<file path="src/gpio_port_pkg.sv">
// Package with register map, field positions and reset values of the port
package gpio_port_pkg;

  // ****************************************************************
  // File register offsets
  // ****************************************************************
  localparam logic [4:0] CORE_STATUS_FLAGS_OFS = 5'h03;
  localparam logic [4:0] PORT_PIN_DATA_OFS     = 5'h06;

  // ****************************************************************
  // Field positions
  // ****************************************************************
  localparam int WAKE_RESET_FLAG_BIT        = 7;
  localparam int WAKE_ON_CHANGE_DISABLE_BIT = 7;
  localparam int WEAK_PULLUP_DISABLE_BIT    = 6;
  localparam int TIMER_CLOCK_SOURCE_BIT     = 5;
  localparam int EE_CLOCK_BIT               = 7;
  localparam int EE_DATA_BIT                = 6;
  localparam int PORT_PIN_ZERO              = 0;
  localparam int PORT_PIN_ONE               = 1;
  localparam int PORT_PIN_TWO               = 2;
  localparam int PORT_PIN_THREE             = 3;
  localparam int PORT_PINS                  = 6;

  // Pins that carry the shared pull-up and wake-on-change functions
  localparam logic [5:0] SHARED_FUNC_MASK = 6'h0b;

  // ****************************************************************
  // Reset values
  // ****************************************************************
  localparam logic [7:0] TIMER_PORT_OPTIONS_RST    = 8'hff;
  localparam logic [5:0] PIN_DIRECTION_CONTROL_RST = 6'h3f;
  localparam logic [7:0] PORT_LATCH_RST            = 8'hc0;

endpackage

</file>
<file path="src/gpio_port_ctrl.sv">
// General purpose I/O port with direction, options and wake-up logic
`timescale 1ns/10ps
module gpio_port_ctrl
(
  input  wire logic       CLOCK_I,
  input  wire logic       RST_I,
  input  wire logic       RESET_FROM_WAKE_I,
  input  wire logic [4:0] FILE_ADDR_I,
  input  wire logic       FILE_WR_I,
  input  wire logic       FILE_RD_I,
  input  wire logic [7:0] FILE_WDATA_I,
  output logic      [7:0] FILE_RDATA_O,
  input  wire logic       BIT_OP_I,
  input  wire logic [2:0] BIT_SEL_I,
  input  wire logic       BIT_VAL_I,
  input  wire logic       DIR_LOAD_I,
  input  wire logic       OPT_LOAD_I,
  input  wire logic [7:0] WORK_REG_I,
  input  wire logic [5:0] ALT_FUNC_I,
  input  wire logic       MASTER_CLEAR_INPUT_ENABLE_I,
  input  wire logic       SLEEP_I,
  input  wire logic [5:0] PIN_IN_I,
  output logic      [5:0] PIN_OUT_O,
  output logic      [5:0] PIN_OE_N_O,
  output logic      [5:0] PULLUP_EN_O,
  input  wire logic       EE_DATA_IN_I,
  output logic            EE_DATA_OUT_O,
  output logic            EE_CLOCK_OUT_O,
  output logic            TIMER_CLK_EXT_O,
  output logic      [4:0] TIMER_OPTIONS_O,
  output logic            WAKE_RESET_O
);

  // ****************************************************************
  // Helpers
  // ****************************************************************

  // Level seen by the CPU for one port read; alternate pins give zero
  function automatic logic [7:0] port_view(input logic [5:0] pins,
                                           input logic [5:0] alt,
                                           input logic       ee_clk,
                                           input logic       ee_dat);
    logic [7:0] v;
    v      = 8'h00;
    v[5:0] = pins & ~alt;
    v[gpio_port_pkg::EE_CLOCK_BIT] = ee_clk;
    v[gpio_port_pkg::EE_DATA_BIT]  = ee_dat;
    return v;
  endfunction

  // ****************************************************************
  // State
  // ****************************************************************
  logic [7:0] latch_q;
  logic [7:0] latch_d;
  logic [5:0] dir_q;
  logic [5:0] dir_d;
  logic [7:0] opt_q;
  logic [7:0] opt_d;
  logic       wake_flag_q;
  logic       wake_flag_d;
  logic [5:0] last_read_q;
  logic [5:0] last_read_d;
  logic [7:0] rdata_q;
  logic [7:0] rdata_d;
  logic       wake_q;
  logic       wake_d;

  logic [5:0] alt_mask;
  logic [7:0] pin_view;
  logic [5:0] eff_input;
  logic [5:0] wake_mask;
  logic       wake_mismatch;
  logic       port_rd;
  logic       port_wr;
  logic       stat_wr;

  // ****************************************************************
  // Pin conditioning
  // ****************************************************************
  always_comb
  begin
    alt_mask = ALT_FUNC_I;
    // The master-clear function takes pin three away from the port
    alt_mask[gpio_port_pkg::PORT_PIN_THREE] =
      ALT_FUNC_I[gpio_port_pkg::PORT_PIN_THREE] | MASTER_CLEAR_INPUT_ENABLE_I;
    // Inputs are sampled live at the read, nothing holds them
    pin_view = port_view(PIN_IN_I, alt_mask,
                         latch_q[gpio_port_pkg::EE_CLOCK_BIT],
                         EE_DATA_IN_I);
    eff_input = dir_q;
    eff_input[gpio_port_pkg::PORT_PIN_THREE] = 1'b1;
    if (opt_q[gpio_port_pkg::TIMER_CLOCK_SOURCE_BIT])
    begin
      eff_input[gpio_port_pkg::PORT_PIN_TWO] = 1'b1;
    end
    port_rd = FILE_RD_I
              && (FILE_ADDR_I == gpio_port_pkg::PORT_PIN_DATA_OFS);
    port_wr = FILE_WR_I
              && (FILE_ADDR_I == gpio_port_pkg::PORT_PIN_DATA_OFS);
    stat_wr = FILE_WR_I
              && (FILE_ADDR_I == gpio_port_pkg::CORE_STATUS_FLAGS_OFS);
  end

  // ****************************************************************
  // Pin drivers and shared pull-ups
  // ****************************************************************
  always_comb
  begin
    PIN_OUT_O  = latch_q[5:0];
    // Port gives way to alternate functions; no contention guard exists
    PIN_OE_N_O = eff_input | alt_mask;
    PULLUP_EN_O = 6'h00;
    if (!opt_q[gpio_port_pkg::WEAK_PULLUP_DISABLE_BIT])
    begin
      PULLUP_EN_O = gpio_port_pkg::SHARED_FUNC_MASK
                    & eff_input;
    end
    if (MASTER_CLEAR_INPUT_ENABLE_I)
    begin
      PULLUP_EN_O[gpio_port_pkg::PORT_PIN_THREE] = 1'b1;
    end
  end

  // ****************************************************************
  // Wake-up on pin change
  // ****************************************************************
  always_comb
  begin
    wake_mask = 6'h00;
    if (!opt_q[gpio_port_pkg::WAKE_ON_CHANGE_DISABLE_BIT])
    begin
      wake_mask = gpio_port_pkg::SHARED_FUNC_MASK
                  & eff_input;
    end
    if (MASTER_CLEAR_INPUT_ENABLE_I)
    begin
      wake_mask[gpio_port_pkg::PORT_PIN_THREE] = 1'b0;
    end
    // Compared against the last read, so software must read before sleep
    wake_mismatch = |((PIN_IN_I ^ last_read_q) & wake_mask);
    wake_d = SLEEP_I && wake_mismatch;
  end

  // ****************************************************************
  // Register next values
  // ****************************************************************
  always_comb
  begin
    latch_d     = latch_q;
    dir_d       = dir_q;
    opt_d       = opt_q;
    wake_flag_d = wake_flag_q;
    last_read_d = last_read_q;
    rdata_d     = rdata_q;
    if (port_wr)
    begin
      latch_d = FILE_WDATA_I;
    end
    if (BIT_OP_I)
    begin
      // Whole port is read back, so input pins overwrite their latches
      latch_d = pin_view;
      latch_d[BIT_SEL_I] = BIT_VAL_I;
      last_read_d = pin_view[5:0];
    end
    if (DIR_LOAD_I)
    begin
      dir_d = WORK_REG_I[5:0];
    end
    if (OPT_LOAD_I)
    begin
      opt_d = WORK_REG_I;
    end
    if (stat_wr)
    begin
      wake_flag_d = FILE_WDATA_I[gpio_port_pkg::WAKE_RESET_FLAG_BIT];
    end
    if (FILE_RD_I)
    begin
      rdata_d = 8'h00;
      if (port_rd)
      begin
        rdata_d     = pin_view;
        last_read_d = pin_view[5:0];
      end
      else if (FILE_ADDR_I == gpio_port_pkg::CORE_STATUS_FLAGS_OFS)
      begin
        rdata_d[gpio_port_pkg::WAKE_RESET_FLAG_BIT] = wake_flag_q;
      end
    end
  end

  always_ff @(posedge CLOCK_I)
  begin
    if (RST_I)
    begin
      latch_q     <= gpio_port_pkg::PORT_LATCH_RST;
      dir_q       <= gpio_port_pkg::PIN_DIRECTION_CONTROL_RST;
      opt_q       <= gpio_port_pkg::TIMER_PORT_OPTIONS_RST;
      // Cause is given by the reset source while reset is held
      wake_flag_q <= RESET_FROM_WAKE_I;
      last_read_q <= 6'h00;
      rdata_q     <= 8'h00;
      wake_q      <= 1'b0;
    end
    else
    begin
      latch_q     <= latch_d;
      dir_q       <= dir_d;
      opt_q       <= opt_d;
      wake_flag_q <= wake_flag_d;
      last_read_q <= last_read_d;
      rdata_q     <= rdata_d;
      wake_q      <= wake_d;
    end
  end

  // ****************************************************************
  // Outputs
  // ****************************************************************
  assign FILE_RDATA_O    = rdata_q;
  assign EE_DATA_OUT_O   = latch_q[gpio_port_pkg::EE_DATA_BIT];
  assign EE_CLOCK_OUT_O  = latch_q[gpio_port_pkg::EE_CLOCK_BIT];
  assign TIMER_CLK_EXT_O =
    opt_q[gpio_port_pkg::TIMER_CLOCK_SOURCE_BIT];
  assign TIMER_OPTIONS_O = opt_q[4:0];
  assign WAKE_RESET_O    = wake_q;

  // ****************************************************************
  // Assertions
  // ****************************************************************
  a_read_pins: assert property (
    @(posedge CLOCK_I) disable iff (RST_I)
    port_rd |=> FILE_RDATA_O[5:0] == ($past(PIN_IN_I) & ~$past(alt_mask)))
    else $error("port read did not return pin levels");

  a_reset_dirs: assert property (
    @(posedge CLOCK_I)
    RST_I |=> dir_q == gpio_port_pkg::PIN_DIRECTION_CONTROL_RST
    && PIN_OE_N_O == gpio_port_pkg::PIN_DIRECTION_CONTROL_RST)
    else $error("reset did not make all pins inputs");

  a_pin3_input: assert property (
    @(posedge CLOCK_I) disable iff (RST_I)
    PIN_OE_N_O[3])
    else $error("pin three is driving");

  a_alt_zero: assert property (
    @(posedge CLOCK_I) disable iff (RST_I)
    port_rd |=> (FILE_RDATA_O[5:0] & $past(alt_mask)) == 6'h00)
    else $error("alternate pin read nonzero");

  a_pullup_pins: assert property (
    @(posedge CLOCK_I) disable iff (RST_I)
    PULLUP_EN_O[2] == 1'b0 && PULLUP_EN_O[4] == 1'b0
    && PULLUP_EN_O[5] == 1'b0)
    else $error("pull-up on an unsupported pin");

  a_master_clear_input_pullup: assert property (
    @(posedge CLOCK_I) disable iff (RST_I)
    MASTER_CLEAR_INPUT_ENABLE_I |-> PULLUP_EN_O[3] && !wake_mask[3])
    else $error("master-clear pin pull-up or wake wrong");

  a_wake_off: assert property (
    @(posedge CLOCK_I) disable iff (RST_I)
    opt_q[7] |=> !WAKE_RESET_O)
    else $error("wake raised while disabled");

  a_pullup_off: assert property (
    @(posedge CLOCK_I) disable iff (RST_I)
    opt_q[6] && !MASTER_CLEAR_INPUT_ENABLE_I |-> PULLUP_EN_O == 6'h00)
    else $error("pull-up on while disabled");

  a_drive_latch: assert property (
    @(posedge CLOCK_I) disable iff (RST_I)
    !dir_q[0] && !alt_mask[0] |-> !PIN_OE_N_O[0]
    && PIN_OUT_O[0] == latch_q[0])
    else $error("output pin not driving latch");

  a_dir_load: assert property (
    @(posedge CLOCK_I) disable iff (RST_I)
    DIR_LOAD_I |=> dir_q == $past(WORK_REG_I[5:0]))
    else $error("direction register not loaded");

  a_latch_hold: assert property (
    @(posedge CLOCK_I) disable iff (RST_I)
    !port_wr && !BIT_OP_I |=> latch_q == $past(latch_q))
    else $error("output latch changed without a write");

  a_port_write: assert property (
    @(posedge CLOCK_I) disable iff (RST_I)
    port_wr && !BIT_OP_I
    |=> {EE_CLOCK_OUT_O, EE_DATA_OUT_O, PIN_OUT_O} == $past(FILE_WDATA_I))
    else $error("port write did not reach all eight latches");

  a_rmw_all: assert property (
    @(posedge CLOCK_I) disable iff (RST_I)
    BIT_OP_I && BIT_SEL_I != 3'h0 |=> latch_q[0] == $past(pin_view[0]))
    else $error("bit op did not rewrite other latches");

  a_rmw_bit: assert property (
    @(posedge CLOCK_I) disable iff (RST_I)
    BIT_OP_I |=> latch_q[$past(BIT_SEL_I)] == $past(BIT_VAL_I))
    else $error("bit op did not set the selected bit");

  a_wake_flag: assert property (
    @(posedge CLOCK_I)
    RST_I ##1 !RST_I |-> wake_flag_q == $past(RESET_FROM_WAKE_I))
    else $error("wake flag not set from reset cause");

  a_status_read: assert property (
    @(posedge CLOCK_I) disable iff (RST_I)
    FILE_RD_I && FILE_ADDR_I == gpio_port_pkg::CORE_STATUS_FLAGS_OFS
    |=> FILE_RDATA_O == {$past(wake_flag_q), 7'h00})
    else $error("status read did not show the wake flag");

  a_timer_source: assert property (
    @(posedge CLOCK_I) disable iff (RST_I)
    OPT_LOAD_I |=> TIMER_CLK_EXT_O == $past(WORK_REG_I[5])
    && TIMER_OPTIONS_O == $past(WORK_REG_I[4:0]))
    else $error("options register not loaded");

  a_pin2_forced: assert property (
    @(posedge CLOCK_I) disable iff (RST_I)
    opt_q[5] |-> PIN_OE_N_O[2] && !PULLUP_EN_O[2])
    else $error("pin two driving with external timer clock");

  a_out_no_pull: assert property (
    @(posedge CLOCK_I) disable iff (RST_I)
    !dir_q[0] |-> !PULLUP_EN_O[0] && !wake_mask[0])
    else $error("output pin has pull-up or wake");

  a_wake_cause: assert property (
    @(posedge CLOCK_I) disable iff (RST_I)
    SLEEP_I && !opt_q[7] && wake_mask[0] && PIN_IN_I[0] != last_read_q[0]
    |=> WAKE_RESET_O)
    else $error("pin change in sleep did not wake");

endmodule

</file>
<file path="config.mk">
export PLATFORM = sky130hd
export DESIGN_NAME = gpio_port_ctrl
export DESIGN_NICKNAME = d
export VERILOG_FILES = /design/src/gpio_port_pkg.sv /design/src/gpio_port_ctrl.sv
export SDC_FILE = /design/constraint.sdc
export NUM_CORES = 1
export LEC_CHECK = 0
export ABC_AREA = 1
export BUFFER_PORTS_ARGS = -buffer_cell sky130_fd_sc_hd__clkbuf_2
export CAP_MARGIN = 20
export CORE_MARGIN = 2
export CORE_UTILIZATION = 50
export CTS_CLUSTER_SIZE = 16
export DETAILED_ROUTE_END_ITERATION = 12
export HOLD_SLACK_MARGIN = 0.1
export MAX_ROUTING_LAYER = met4
export PLACE_DENSITY_LB_ADDON = 0.08
export SYNTH_ARGS = -nofsm -noshare
export SYNTH_HDL_FRONTEND = slang
export SYNTH_SLANG_ARGS = --single-unit
</file>
<file path="constraint.sdc">
create_clock -name CLOCK_I -period 2.2 [get_ports CLOCK_I]
set_input_delay 0.22 -clock CLOCK_I [delete_from_list [all_inputs] [get_ports CLOCK_I]]
set_output_delay 0.22 -clock CLOCK_I [all_outputs]
set_load 0.02 [all_outputs]
</file>
==> flow_metrics.tcl <==
set metrics [dict create \
    min_period_ns 1.33 \
    startpoint "dir_q[4]$_SDFFE_PP1P_" \
    grt_pass1_vias 1642 \
    finalWirelength_um 4300 \
    startpoint_type "flop" \
    start_util_pct 53.5 \
    ff2ff_setup_slack_ns 1.28 \
    max_freq_ghz 0.753 \
    cts_max_level 2 \
    cts.sinks 34 \
    slowest_stage "dfxtp_1" \
    ys_types 22 \
    nNetsFinal 402 \
    setup_violations 0 \
    first_iter_violations 138 \
    hold_buffers 3 \
    firstDrtPassIters 4 \
    rsz0062_at_grt "false" \
    power_density_nw_per_um2 565 \
    hold_viol_final 0 \
    fin_worst_skew_ns 0.0125 \
    dieArea_um2 4160 \
    clk_latency_ns 0.33 \
    drive_above_1_share_pct 26.1 \
    grtUsageTotal_pct 23.1 \
    yosysSeqAreaShare_pct 37.8 \
    placeableCoreArea_um2 3420 \
    seq_power_share_pct 52.5 \
    regToRegStartpoint "last_read_q[3]$_SDFF_PP0_" \
    slowest_delay_ns 0.34 \
    cts_tree "yes" \
    dpl.hpwl_um 3410 \
    comb_power_share_pct 21.2 \
    whs_ns 0.119 \
    final-max-slew-violation-count 0 \
    tightest_slew_ns 0.629 \
    p_leak_nw 1.24 \
    internal_power_uw 896 \
    cts_buffer_depth 2 \
    avgSynthCellArea_um2 6.46 \
    grt_max_degree 23 \
    cts_resized 0 \
    hold_depth 3 \
    syn_area_um2 1830 \
    dr_total_vias 1902 \
    routabilityCongestion 0.884 \
    final_antenna_net_count 0 \
    slew_headroom_pct 58.0 \
    clkTransAtPathRegs_ns 0.09 \
    drt_drc_violations_left 0 \
    crit_arrival_ns 1.11 \
    ir_drop_mv 0.351 \
    syn2layout_area_growth_pct 23.3 \
    ys_warn_count 0 \
    grt.overflow.total 0 \
    antenna_found_initial 0 \
    cp_max_fo 2 \
    setup-tns-final_ns 0 \
    clockRootBuffer "clkbuf_4" \
    reg2regPathDepth 4 \
    p_sw_uw 377 \
    port_buffers 78 \
    pin_count 83 \
    die_w_um 64.5 \
    die_h_um 64.5 \
    required_ns 1.98 \
    crit_end "PIN_OE_N_O[4]" \
    status "finished, final reports clean" \
    viasPerCell 4.77 \
    grt_pass1_wl_um 7320 \
    n_antenna_cell 0 \
    cp-end-kind "output pin" \
    fin_util_pct 66.0 \
    finalCritPeriodShare_pct 60.4 \
    max_cap_violations 0 \
    rows 21 \
    numCtsBuffers 5 \
    ys_ff_latch 34 \
    pwr-share-clk_pct 26.4 \
    p_sw_share_pct 29.6 \
    r2r-end "WAKE_RESET_O$_SDFF_PP0_" \
    syn_inst 283 \
    cts_setup_buffers 0 \
    path_class "reg2out" \
    wl_per_cell_um 10.8 \
    hold_path_class "in2reg" \
    path_cells "or2_2 -> clkbuf_2" \
]
[cells in the final DEF (no fill, tap or decap), drive strengths merged, types with 4 or more instances in the layout]
master  instances
nand3          33
nand4           5
nand2          93
a21oi          15
conb            4
o21ai          11
dfxtp          33
clkbuf         84
nor2           29
inv            30
nand3b          6
[power by group through the flow]
stage,logic (mW),registers (mW),clock network [mW]
global placement,0.263,0.682,0
global route,0.304,0.673,0.379
finish,0.270,0.668,0.336
detailed placement,0.265,0.682,0
CTS,0.270,0.668,0.350
floorplan,0.165,0.695,0
[cells by family after synthesis]
family	Yosys count	share of synthesized area (%)
AOI/OAI and AO/OA	27	7.46
buffers and inverters	49	12.3
DFF	34	37.8
other	2	0.411
and+or+nand+nor	171	42.1
[area by class of cell]
cell class,instances,area [um^2]
clock buffer,6,51.3
fill,344,1160
inverter,30,113
timing repair buffer,81,420
multi-input combinational,202,921
tap,46,57.6
sequential,34,691
[registers in the layout, summed over array words and instances, names as in the netlist]
register / count
latch_q: 8
wake_flag_q: 1
FILE_RDATA_O: 8
WAKE_RESET_O: 1
dir_q: 5
last_read_q: 3
opt_q: 8
[routing by layer]
layer / vias up / GRT usage [%] / routed length, um
met5: - / - / 0
met4: 0 / 7.18 / 0
met3: 0 / 4.51 / 319
met2: 66 / 34.1 / 1910
met1: 811 / 32.0 / 2070
li1: 1025 / - / -
[synthesized netlist by cell type]
master	instances	share of area (%)
nand2_1	92	19
dfxtp_1	33	36
nand3_1	32	8.8
inv_1	29	6.0
nor2_1	29	6.0
a21oi_1	15	4.1
o21ai_0	11	3.0
buf_4	9	3.7
nand3b_1	6	2.5
buf_2	5	1.4
clkbuf_1	5	1.0
nand4_1	4	1.4
or2_2	3	1.0
conb_1	2	0.41
edfxtp_1	1	1.6
inv_2	1	0.21
nand2_4	1	0.62
nand3_2	1	0.55
nand4_4	1	1.2
nor3_4	1	0.89
nor3b_1	1	0.41
o22ai_1	1	0.34
[worst min-delay path by stage]
stage / end / slack, ns / start
finish: opt_q[2]$_SDFFE_PP1P_ / 0.12 / WORK_REG_I[2]
CTS: FILE_RDATA_O[6]$_SDFFE_PP0P_ / 0.10 / EE_DATA_IN_I
global route: dir_q[2]$_SDFFE_PP1P_ / 0.11 / WORK_REG_I[2]
detailed placement: opt_q[6]$_SDFFE_PP1P_ / 0.44 / WORK_REG_I[6]
global placement: opt_q[7]$_SDFFE_PP1P_ / 0.44 / WORK_REG_I[7]
floorplan: dir_q[0]$_SDFFE_PP1P_ / 0.32 / DIR_LOAD_I
[metrics by stage]
step | setup WS [ns] | total power, mW | cells | cell area [um^2]
after floorplan | 1.17 | 0.860 | 285 | 1840
after global placement | 0.828 | 0.944 | 390 | 2170
after detailed placement | 0.780 | 0.947 | 390 | 2170
after CTS | 0.848 | 1.29 | 399 | 2250
after global routing | 0.815 | 1.36 | 399 | 2250
final | 0.871 | 1.27 | 399 | 2250
[critical path, delay by kind of cell (launching register included)]
family	cells	cell delay [ns]
DFF	1	0.34
buffers and inverters	1	0.15
and+or+nand+nor	1	0.29
Note: power is estimated with default switching activity, not from simulation.
